**src/wdt_consts.vh**
```
// constants shared by the watchdog timer and its prescaler
`ifndef WDT_CONSTS_VH
`define WDT_CONSTS_VH

// ----------------------------------------------------------------
// widths
// ----------------------------------------------------------------
`define WDT_CNT_W 16
`define WDT_PRE_W 14

// ----------------------------------------------------------------
// prescaler divisions (select 0 = fine, 1 = coarse)
// ----------------------------------------------------------------
`define WDT_DIV_FINE 14'h00FF
`define WDT_DIV_COARSE 14'h3FFF
`define WDT_SEL_FINE 1'b0
`define WDT_SEL_COARSE 1'b1

// ----------------------------------------------------------------
// power-up interval, stated against a 10 MHz reference clock
// ----------------------------------------------------------------
`define WDT_DEFAULT_INTERVAL_NS 6500000
`define WDT_REF_CLK_MHZ 10
`define WDT_FINE_DIV_N 256
// ticks of the fine prescaler that make the default interval, rounded up
`define WDT_DEFAULT_TICKS \
    ((`WDT_DEFAULT_INTERVAL_NS * `WDT_REF_CLK_MHZ / 1000 + `WDT_FINE_DIV_N - 1) / `WDT_FINE_DIV_N)
`define WDT_RESET_SEL 1'b0

// ----------------------------------------------------------------
// gap between prewarning and reset request
// ----------------------------------------------------------------
`define WDT_PREWARN_NS 2560
`define WDT_CLK_MHZ 100
`define WDT_PREWARN_CYCLES (`WDT_PREWARN_NS * `WDT_CLK_MHZ / 1000)
`define WDT_GAP_W 9

`endif

```
**src/wdt_prescaler.v**
```verilog
// prescaler that turns the system clock into watchdog count ticks
`default_nettype none
`include "wdt_consts.vh"

module wdt_prescaler
(
    // clock and reset
    input wire clk_in,
    input wire rst_b_in,
    // control
    input wire run_in,
    input wire clear_in,
    input wire sel_in,
    // tick
    output reg tick_out
);

    reg [`WDT_PRE_W-1:0] count;
    wire [`WDT_PRE_W-1:0] last;

    // terminal value for the chosen division
    assign last = (sel_in == `WDT_SEL_COARSE) ? `WDT_DIV_COARSE : `WDT_DIV_FINE;

    // ------------------------------------------------------------
    // divider
    // ------------------------------------------------------------
    // clear beats run so a service always restarts a full period
    always @(posedge clk_in or negedge rst_b_in)
    begin
        if (!rst_b_in)
        begin
            count <= {`WDT_PRE_W{1'b0}};
            tick_out <= 1'b0;
        end
        else if (clear_in)
        begin
            count <= {`WDT_PRE_W{1'b0}};
            tick_out <= 1'b0;
        end
        else if (run_in)
        begin
            // >= guards against a select change leaving count past last
            if (count >= last)
            begin
                count <= {`WDT_PRE_W{1'b0}};
                tick_out <= 1'b1;
            end
            else
            begin
                count <= count + {{(`WDT_PRE_W-1){1'b0}}, 1'b1};
                tick_out <= 1'b0;
            end
        end
        else
        begin
            tick_out <= 1'b0; // count holds while stopped
        end
    end

endmodule // wdt_prescaler
`default_nettype wire

```
**src/system_watchdog_timer.v**
```verilog
// fail-safe watchdog timer with prewarning and reset request
`default_nettype none
`include "wdt_consts.vh"

// How it works
// RULE1: comes up enabled and counting after reset
// RULE2: disable stops counting, enable resumes, any time
// RULE3: software services before overflow, else malfunction
// RULE4: overflow gives prewarning first, reset request later
// RULE5: 16-bit counter on tick of clk/16384 or /256
// RULE6: counter loads from reload value register
// RULE7: service reloads counter and clears prescaler together
// RULE8: power-up defaults give 6.5 ms at 10 MHz
// RULE9: count up per tick, overflow on wrap
// RULE10: disabled holds prescaler, counter, no requests
module system_watchdog_timer
(
    // clock and reset
    input wire clk_in,
    input wire rst_b_in,
    // cpu instructions, one-cycle pulses
    input wire service_in,
    input wire disable_in,
    input wire enable_in,
    // reload value register write
    input wire reload_wr_in,
    input wire [`WDT_CNT_W-1:0] reload_data_in,
    input wire prescale_sel_in,
    // to interrupt controller
    output reg prewarn_irq_out,
    // to reset controller
    output reg reset_req_out,
    // status
    output reg enabled_out,
    output reg [`WDT_CNT_W-1:0] count_out,
    output reg [`WDT_CNT_W-1:0] reload_value_out,
    output reg prescale_sel_out
);

    // ------------------------------------------------------------
    // state encoding
    // ------------------------------------------------------------
    localparam [2:0] ST_COUNT = 3'b001;
    localparam [2:0] ST_PREWARN = 3'b010;
    localparam [2:0] ST_RESET = 3'b100;

    // default reload: counter wraps after the default tick count
    localparam [31:0] DEFAULT_RELOAD_WIDE = 32'h00010000 - `WDT_DEFAULT_TICKS;
    localparam [`WDT_CNT_W-1:0] DEFAULT_RELOAD = DEFAULT_RELOAD_WIDE[`WDT_CNT_W-1:0];
    // gap count is computed wide, then cut to the gap counter on purpose
    localparam [31:0] PREWARN_GAP_WIDE = `WDT_PREWARN_CYCLES;
    localparam [`WDT_GAP_W-1:0] PREWARN_GAP = PREWARN_GAP_WIDE[`WDT_GAP_W-1:0];

    // ------------------------------------------------------------
    // declarations
    // ------------------------------------------------------------
    reg rst_sync_a;
    reg rst_sync_b;
    wire rst_b;
    reg [2:0] state;
    reg [2:0] next_state;
    reg [`WDT_GAP_W-1:0] gap;
    reg [`WDT_GAP_W-1:0] next_gap;
    reg [`WDT_CNT_W-1:0] next_count;
    reg [`WDT_CNT_W-1:0] next_reload;
    reg next_sel;
    reg next_enabled;
    reg next_prewarn;
    reg next_reset_req;
    wire tick;
    wire run;
    wire wrap;
    wire [`WDT_CNT_W:0] count_up;

    // one step up the counter, shared by count and wrap detect
    function [`WDT_CNT_W:0] step_up;
        input [`WDT_CNT_W-1:0] value;
        begin
            step_up = {1'b0, value} + {{`WDT_CNT_W{1'b0}}, 1'b1};
        end
    endfunction

    // ------------------------------------------------------------
    // reset release
    // ------------------------------------------------------------
    // assert at once, release through two flops to avoid metastable exit
    always @(posedge clk_in or negedge rst_b_in)
    begin
        if (!rst_b_in)
        begin
            rst_sync_a <= 1'b0;
            rst_sync_b <= 1'b0;
        end
        else
        begin
            rst_sync_a <= 1'b1;
            rst_sync_b <= rst_sync_a;
        end
    end

    assign rst_b = rst_sync_b;

    // ------------------------------------------------------------
    // prescaler
    // ------------------------------------------------------------
    // prescaler runs only while counting; gap wait uses raw clock
    assign run = enabled_out && (state == ST_COUNT); // [RULE10]

    wdt_prescaler u_prescaler
    (
        .clk_in(clk_in),
        .rst_b_in(rst_b),
        .run_in(run),
        .clear_in(service_in), // [RULE7]
        .sel_in(prescale_sel_out), // [RULE5]
        .tick_out(tick)
    );

    // all ones plus one carries out of the counter
    assign count_up = step_up(count_out);
    assign wrap = count_up[`WDT_CNT_W]; // [RULE9]

    // ------------------------------------------------------------
    // reload value register and division select
    // ------------------------------------------------------------
    always @*
    begin
        next_reload = reload_value_out;
        next_sel = prescale_sel_out;
        if (reload_wr_in)
        begin
            next_reload = reload_data_in; // [RULE6]
            next_sel = prescale_sel_in; // [RULE5]
        end
    end

    // ------------------------------------------------------------
    // enable control
    // ------------------------------------------------------------
    // enable wins a same-cycle clash: fail-safe side keeps watching
    always @*
    begin
        next_enabled = enabled_out;
        if (enable_in)
        begin
            next_enabled = 1'b1; // [RULE2]
        end
        else if (disable_in)
        begin
            next_enabled = 1'b0; // [RULE2]
        end
    end

    // ------------------------------------------------------------
    // counter and sequence control
    // ------------------------------------------------------------
    // service takes priority over a tick in the same cycle, so the
    // counter restarts from the (possibly just written) reload value
    always @*
    begin
        next_state = state;
        next_count = count_out;
        next_gap = gap;
        next_prewarn = 1'b0;
        next_reset_req = reset_req_out;
        case (state)
            ST_COUNT:
            begin
                if (service_in)
                begin
                    next_count = next_reload; // [RULE7]
                end
                else if (run && tick)
                begin
                    next_count = count_up[`WDT_CNT_W-1:0]; // [RULE9]
                    if (wrap)
                    begin
                        // overflow: warn first, reset later
                        next_prewarn = 1'b1; // [RULE4]
                        next_gap = PREWARN_GAP;
                        next_state = ST_PREWARN;
                    end
                end
            end
            ST_PREWARN:
            begin
                // a late service still rescues the system here
                if (service_in)
                begin
                    next_count = next_reload; // [RULE7]
                    next_state = ST_COUNT;
                end
                else if (enabled_out)
                begin
                    if (gap == {`WDT_GAP_W{1'b0}})
                    begin
                        next_reset_req = 1'b1; // [RULE4]
                        next_state = ST_RESET;
                    end
                    else
                    begin
                        next_gap = gap - {{(`WDT_GAP_W-1){1'b0}}, 1'b1};
                    end
                end
            end
            ST_RESET:
            begin
                // held until the reset controller resets the block
                next_reset_req = 1'b1;
            end
            default:
            begin
                next_state = ST_COUNT;
                next_count = next_reload;
                next_reset_req = 1'b0;
            end
        endcase
        // nothing new is raised while stopped
        if (!enabled_out)
        begin
            next_prewarn = 1'b0; // [RULE10]
        end
    end

    // ------------------------------------------------------------
    // state registers
    // ------------------------------------------------------------
    // reset values start the watchdog with no software help
    always @(posedge clk_in or negedge rst_b)
    begin
        if (!rst_b)
        begin
            state <= ST_COUNT;
            enabled_out <= 1'b1; // [RULE1]
            count_out <= DEFAULT_RELOAD; // [RULE8]
            reload_value_out <= DEFAULT_RELOAD; // [RULE8]
            prescale_sel_out <= `WDT_RESET_SEL; // [RULE8]
            gap <= {`WDT_GAP_W{1'b0}};
            prewarn_irq_out <= 1'b0;
            reset_req_out <= 1'b0;
        end
        else
        begin
            state <= next_state;
            enabled_out <= next_enabled;
            count_out <= next_count;
            reload_value_out <= next_reload;
            prescale_sel_out <= next_sel;
            gap <= next_gap;
            prewarn_irq_out <= next_prewarn;
            reset_req_out <= next_reset_req;
        end
    end

endmodule // system_watchdog_timer
`default_nettype wire

```
**config.mk**
```make
export PLATFORM = sky130hd
export DESIGN_NAME = system_watchdog_timer
export DESIGN_NICKNAME = d
export VERILOG_FILES = /design/src/wdt_prescaler.v /design/src/system_watchdog_timer.v
export VERILOG_INCLUDE_DIRS = /design/src
export SDC_FILE = /design/constraint.sdc
export NUM_CORES = 1
export LEC_CHECK = 0
export BUFFER_PORTS_ARGS = -buffer_cell sky130_fd_sc_hd__buf_4
export CAP_MARGIN = 20
export CORE_MARGIN = 5
export CORE_UTILIZATION = 56
export CTS_CLUSTER_DIAMETER = 80
export DETAILED_ROUTE_END_ITERATION = 7
export MAX_ROUTING_LAYER = met4
export PLACE_DENSITY_LB_ADDON = 0.08
export SYNTH_ARGS = -nofsm -noshare
export SYNTH_HDL_FRONTEND = slang
export SYNTH_HIERARCHICAL = 1
export SYNTH_SLANG_ARGS = --single-unit
```
**constraint.sdc**
```tcl
create_clock -name clk_in -period 2.4 [get_ports clk_in]
set_input_delay 0.48 -clock clk_in [delete_from_list [all_inputs] [get_ports clk_in]]
set_output_delay 0.48 -clock clk_in [all_outputs]
set_load 0.02 [all_outputs]
```
==> results of run 1 <==
-- placed cells by master, fill, tap and decap left out, types with 3 or more instances in the layout --
master and count:
nand2_1 27, o21a_1 3, nand2b_1 4, clkbuf_8 10
dfrtp_1 44, a22oi_1 6, a2bb2oi_1 6, a31oi_1 11
mux2_2 17, o21ai_0 35, nor3_1 4, nor4_1 3
dfstp_2 20, o22ai_1 5, mux2i_1 5, inv_1 8
nand4_1 5, buf_4 63, nand3_1 30, ha_1 9
a21oi_1 27, or4_1 6, nor2_1 32, nor2b_1 4
bufinv_16 3, or3_1 4
-- metal layers --
layer	wire length, µm	vias to the layer above	track usage (%)	part of all wire [%]
met4	121	0	7.71	1.5
met2	4090	76	37.8	50
met3	415	12	2.74	5.0
met5	0	-	-	0
li1	-	1490	-	-
met1	3600	1512	27.8	44
-- cells by family after synthesis --
kind of cell / share of synthesized area (%)
flip-flops: 46.4
buffers and inverters: 3.62
adder cells (fa/ha/maj): 3.17
multiplexers: 6.79
AND/OR/NAND/NOR: 20.5
other: 0.105
AO/OA/AOI/OAI: 19.3
-- power groups by stage --
stage	clock, µW	sequential (µW)	combinational [µW]
after global placement	0	1320	517
after detailed placement	0	1330	528
final	1140	1310	525
after CTS	1160	1310	531
after floorplan	0	1420	204
after global routing	1200	1320	568
-- area by class of cell --
cell class              instances  area (µm²)
fillers                       503        1980
multi-input cells             278        1780
clock buffers                  11         141
inverters                       8        30.0
repair buffers                 65         503
well taps                      77        96.3
flip-flops and latches         65        1650
clock inverters                 5         103
-- per-stage QoR --
stage,total power [µW],std cells,area (µm²)
global placement,1840,492,4050
detailed placement,1850,492,4050
CTS,2990,509,4300
global route,3090,509,4300
finish,2980,509,4300
floorplan,1620,368,3560
-- sequential cells by signal, indices dropped and copies added (netlist names) --
register              cells
gap                       9
u_prescaler/count        14
reset_req_out             1
enabled_out               1
prewarn_irq_out           1
reload_value_out         16
rst_sync_a                1
state                     3
rst_b                     1
u_prescaler/tick_out      1
prescale_sel_out          1
count_out                16
-- repair_timing --
action                                  CTS  global route
hold endpoints to repair                  2             0
buffers inserted                          0             0
endpoints found under the setup margin    0             1
hold buffers                              1             0
-- worst paths after layout --
| kind | start | endpoint | slack, ps | cells past startpoint |
|---|---|---|---|---|
| min in group clk_in | enable_in | enabled_out | 320 | 2 |
| max in group asynchronous | rst_b | count_out[14] | 1800 | 1 |
| worst min-delay path | rst_b | gap[1] | 270 | 1 |
| worst max-delay path | prescale_sel_out | u_prescaler/count[11] | 220 | 7 |
| worst max register to register | prescale_sel_out | u_prescaler/count[11] | 220 | 7 |
| worst min register to register | rst_b | gap[1] | 270 | 1 |
==> run summary, run 1 <==
Status - completed
Worst skew pair latency - 340 ps
Share of cells above drive strength 1 - 30.6%
Die H - 89.7 µm
Final Core Density - 68.5%
Yosys reg bits - 65
Pin count of the biggest net entering global routing - 64
Fin Setup TNS - 0 ps
Final setup viols - 0
Post-cts sizing count - 0
PortBufs - 58
Ys async rst share - 100%
Core Area - 6280 µm²
Routed WL per cell - 16.2 µm
DRC - 0
Synth Instances - 368
Gate power share - 17.6%
WHS - 273 ps
Die X - 89.7 µm
Gr usage total - 22.4%
Layout net count - 459
Post-synth top cells - dfrtp_1 (45), o21ai_0 (35), nor2_1 (32)
Peak supply drop - 0.418 mV
Switching Power - 815 µW
Vias/cell - 6.07
Leak - 0.00184 µW
Initial Util - 56.6%
Max clock buf depth - 2
Worst EP required - 2660 ps
CTS sink count - 65
Sw Share - 27.4%
Reg power frac - 43.9%
Post-route minimum period - 2180 ps
Row cnt - 29
Post-synth EDFFs - 0
Max stage delay on crit path - 500 ps
First-pass GRT wire length - 13700 µm
Number of global-route vias before repair - 2939
Final worst slack - 221 ps
Internal - 2160 µW
Routed Antenna Nets - 0
Total clock buffers created by CTS - 9
Clk_skew - 10.3 ps
Final hold violations - 0
Worst Path Buf+Inv - 1
Clk pwr share - 38.4%
Clk Tree Root Cell - clkbuf_8
H-tree depth - 3
Crit path max-delay family - compound AO/OA/AOI/OAI gates
Antenna violations before repair - 0
Die ar. - 8040 µm²
Worst-margin pin slew - 679 ps
Post-synth net total - 400
Cell Area, Synth - 3560 µm²
Yosys top cell area share - 31.7%
Crit end category - flop
Max_slew headroom - 54.6%
Critical-path top delay cell - or4_1
Syn_area_per_cell - 9.66 µm²
DR iter-0 viols - 164
Worst-path maximum fanout - 7
Layout Area Growth over Synthesis - 21.0%
Crit path kind - reg -> reg
Yosys warnings - 6
Worst-path clk slew - 70 ps
Top FF cell, synth - dfrtp_1
Hpwl dp - 5840 µm
Worst path cell trace - inv_1, ha_1, a211o_1, a21oi_2, o21ai_2, or4_1, a31oi_1
Main area contributors after synthesis - dfrtp_1 (32%), dfstp_2 (15%), mux2_2 (5.4%)
Peak Freq - 0.459 GHz
Library cells used by synthesis - 55
CTS tree - built
Count leader, synth - dfrtp_1
MaxCap Viol Count - 0
RSZ-0062 raised after global routing - no
Critical path arrival - 2440 ps
Slew Viols, Final - 0
Vias post-DR - 3090
Power Density - 692 nW/µm²
Pre-Repair DR Iteration Count - 4
Grt total ovfl - 0
Ant. Diodes - 0
I/O pin total - 59
Dpl ws - 204 ps
Final worst-path cycle share - 90.8%
Crit start category - flop
Sequential area share after synthesis - 46.4%
HP Class - reg -> async
Final WL - 8230 µm
Area leader, netlist - dfrtp_1
Final Wtd Congestion - 0.827
No activity file was read; power rests on OpenSTA's default activity.
==> inputs of run 2 (changes only) <==
- CORE_MARGIN: 5 -> 2
==> run 2 against run 1 <==
Against the previous run: final area up 1.3%; largest cell class unchanged; worst hold slack improved by 32 ps; critical endpoint is now u_prescaler/count[3]; fmax fell by 0.53%.
==> run summary, run 2 (same netlist as run 1, synthesis figures left out) <==
Max stage delay on crit path - 480 ps (-20 ps)
Final hold violations - 0 (unchanged)
Fin Setup TNS - 0 ps (unchanged)
Worst r2r src - prescale_sel_out
Worst-path clk slew - 80 ps (about the same)
Worst EP required - 2660 ps (about the same)
Die H - 83.7 µm (-6.7%)
Clk_skew - 10.5 ps (+0.190 ps)
I/O pin total - 59 (unchanged)
Pre-Repair DR Iteration Count - 4 (unchanged)
Most common cell after layout, fill and taps aside - buf_4
Hpwl dp - 5510 µm (-5.7%)
First-pass GRT wire length - 13500 µm (-1.4%)
Crit end category - flop
HP Class - reg -> async
Layout net count - 460 (+0.22%)
Leak - 0.00186 µW (+1.4%)
Number of global-route vias before repair - 2850 (-3.0%)
Peak supply drop - 0.459 mV (+10%)
Initial Util - 57.0% (+0.33 points)
Die X - 83.7 µm (-6.7%)
DRC - 0 (unchanged)
Most frequent cells in the layout - buf_4 (64), dfrtp_1 (44), o21ai_0 (35)
Layout Area Growth over Synthesis - 22.5%
Critical path arrival - 2450 ps (about the same)
Vias/cell - 6.01 (-1.1%)
Final worst-path cycle share - 91.3% (+0.49 points)
PortBufs - 58 (unchanged)
Worst skew pair latency - 340 ps (about the same)
Share of cells above drive strength 1 - 30.9% (+0.39 points)
Grt total ovfl - 0 (unchanged)
CTS sink count - 65 (unchanged)
Die ar. - 7000 µm² (-13%)
Peak Freq - 0.457 GHz (-0.53%)
Pin count of the biggest net entering global routing - 36 (-44%)
Critical-path top delay cell - or4_1
Worst-margin pin slew - 666 ps (-13.3 ps)
MaxCap Viol Count - 0 (unchanged)
Worst Setup SP - prescale_sel_out
Filler-free cell count of the finished design - 510 (+0.20%)
Routed WL per cell - 15.5 µm (-4.0%)
H-tree depth - 3 (unchanged)
Clk Tree Root Cell - clkbuf_8
Final setup viols - 0 (unchanged)
Placed Cells - 493 (+0.20%)
Top Registers - count_out (16), reload_value_out (16), u_prescaler/count (14)
Antenna violations before repair - 0 (unchanged)
Worst-path maximum fanout - 7 (unchanged)
Gr usage total - 24.3% (+1.9 points)
DR iter-0 viols - 191 (+16%)
Total clock buffers created by CTS - 9 (unchanged)
Power Total - 3180 µW (+6.8%)
Slew Viols, Final - 0 (unchanged)
Number of fill cells - 508 (+0.99%)
Ant. Diodes - 0 (unchanged)
Post-route minimum period - 2190 ps (+11.7 ps)
Row cnt - 29 (unchanged)
Final WL - 7920 µm (-3.8%)
Status - completed
Routed Antenna Nets - 0 (unchanged)
Crit path kind - reg -> reg
Vias post-DR - 3063 (-0.87%)
Power Density - 730 nW/µm² (+5.5%)
Max_slew headroom - 55.6% (+0.99 points)
Final Wtd Congestion - 0.843 (+2.0%)
Max clock buf depth - 2 (unchanged)
RSZ-0062 raised after global routing - no
CTS tree - built
Worst path cell trace - inv_1, ha_1, a211o_1, a21oi_2, o21ai_2, or4_1, a31oi_1
Core Area - 6240 µm² (-0.58%)
Crit start category - flop
==> run 2: cell count changes in the layout (fill, tap and decap cells not counted) <==
cell and change:
buf_4 +1, bufinv_16 +2, clkbuf_1 -1, clkbuf_8 -1
clkinv_2 -1, clkinv_4 +1
==> run 2: final cells by class <==
cell class              instances  area [µm²]  share of cell area (%)
clock buffers                   9         124                    2.84
clock inverters                 7         166                    3.82
inverters                       8        30.0                   0.689
multi-input cells             278        1780                    40.8
flip-flops and latches         65        1650                    37.9
well taps                      77        96.3                    2.21
repair buffers                 66         510                    11.7
==> run 2: final timing paths <==
path / depth (start not counted) / slack (ps) / end
setup reg to reg: 7 / 210 / u_prescaler/count[3]
hold / removal: 0 / 310 / u_prescaler/count[2]
min in group clk_in: 2 / 320 / enabled_out
max in group asynchronous: 1 / 1400 / state[0]
hold reg to reg: 0 / 310 / u_prescaler/count[2]
setup / recovery: 7 / 210 / u_prescaler/count[3]
==> run 2: power by group <==
part           switching (µW)  leakage [µW]  internal, µW
registers                 104      0.000792          1210
clock network             445      0.000140           902
logic                     283      0.000931           232
total                     832       0.00186          2350
==> run 2: metal layers <==
metal / track usage, % / wire [µm] / vias to the layer above
li1: - / - / 1483
met1: 33.4 / 3730 / 1496
met2: 36.7 / 3780 / 77
met3: 5.24 / 342 / 7
met4: 7.33 / 71 / 0
met5: - / 0 / -
==> run 2: repair_timing <==
item                                    in CTS  in global routing
endpoints found under the setup margin       0                  1
gates resized for setup                      0                  0
hold buffers                                 1                  0
setup buffers                                0                  0
endpoints found under the hold margin        2                  0
==> run 2: stage by stage <==
| step | hold WS [ps] | cell area, µm² | utilization (%) | setup slack [ps] |
|---|---|---|---|---|
| 4_1_cts | 305 | 4360 | 69.8 | 174 |
| 6_report | 305 | 4360 | 69.8 | 210 |
| 3_5_place_dp | 265 | 4060 | 65.0 | 192 |
| 2_1_floorplan | 184 | 3560 | - | 267 |
| 3_3_place_gp | 263 | 4060 | 65.0 | 323 |
| 5_1_grt | 317 | 4360 | 69.8 | 30.8 |
==> run 2: critical path: cells and delay by family, from the launching register on <==
kind            cells  cell delay [ps]
compound gates      4              760
fa+ha+maj           1              280
buf+inv             1              180
flops               1              400
simple gates        1              480
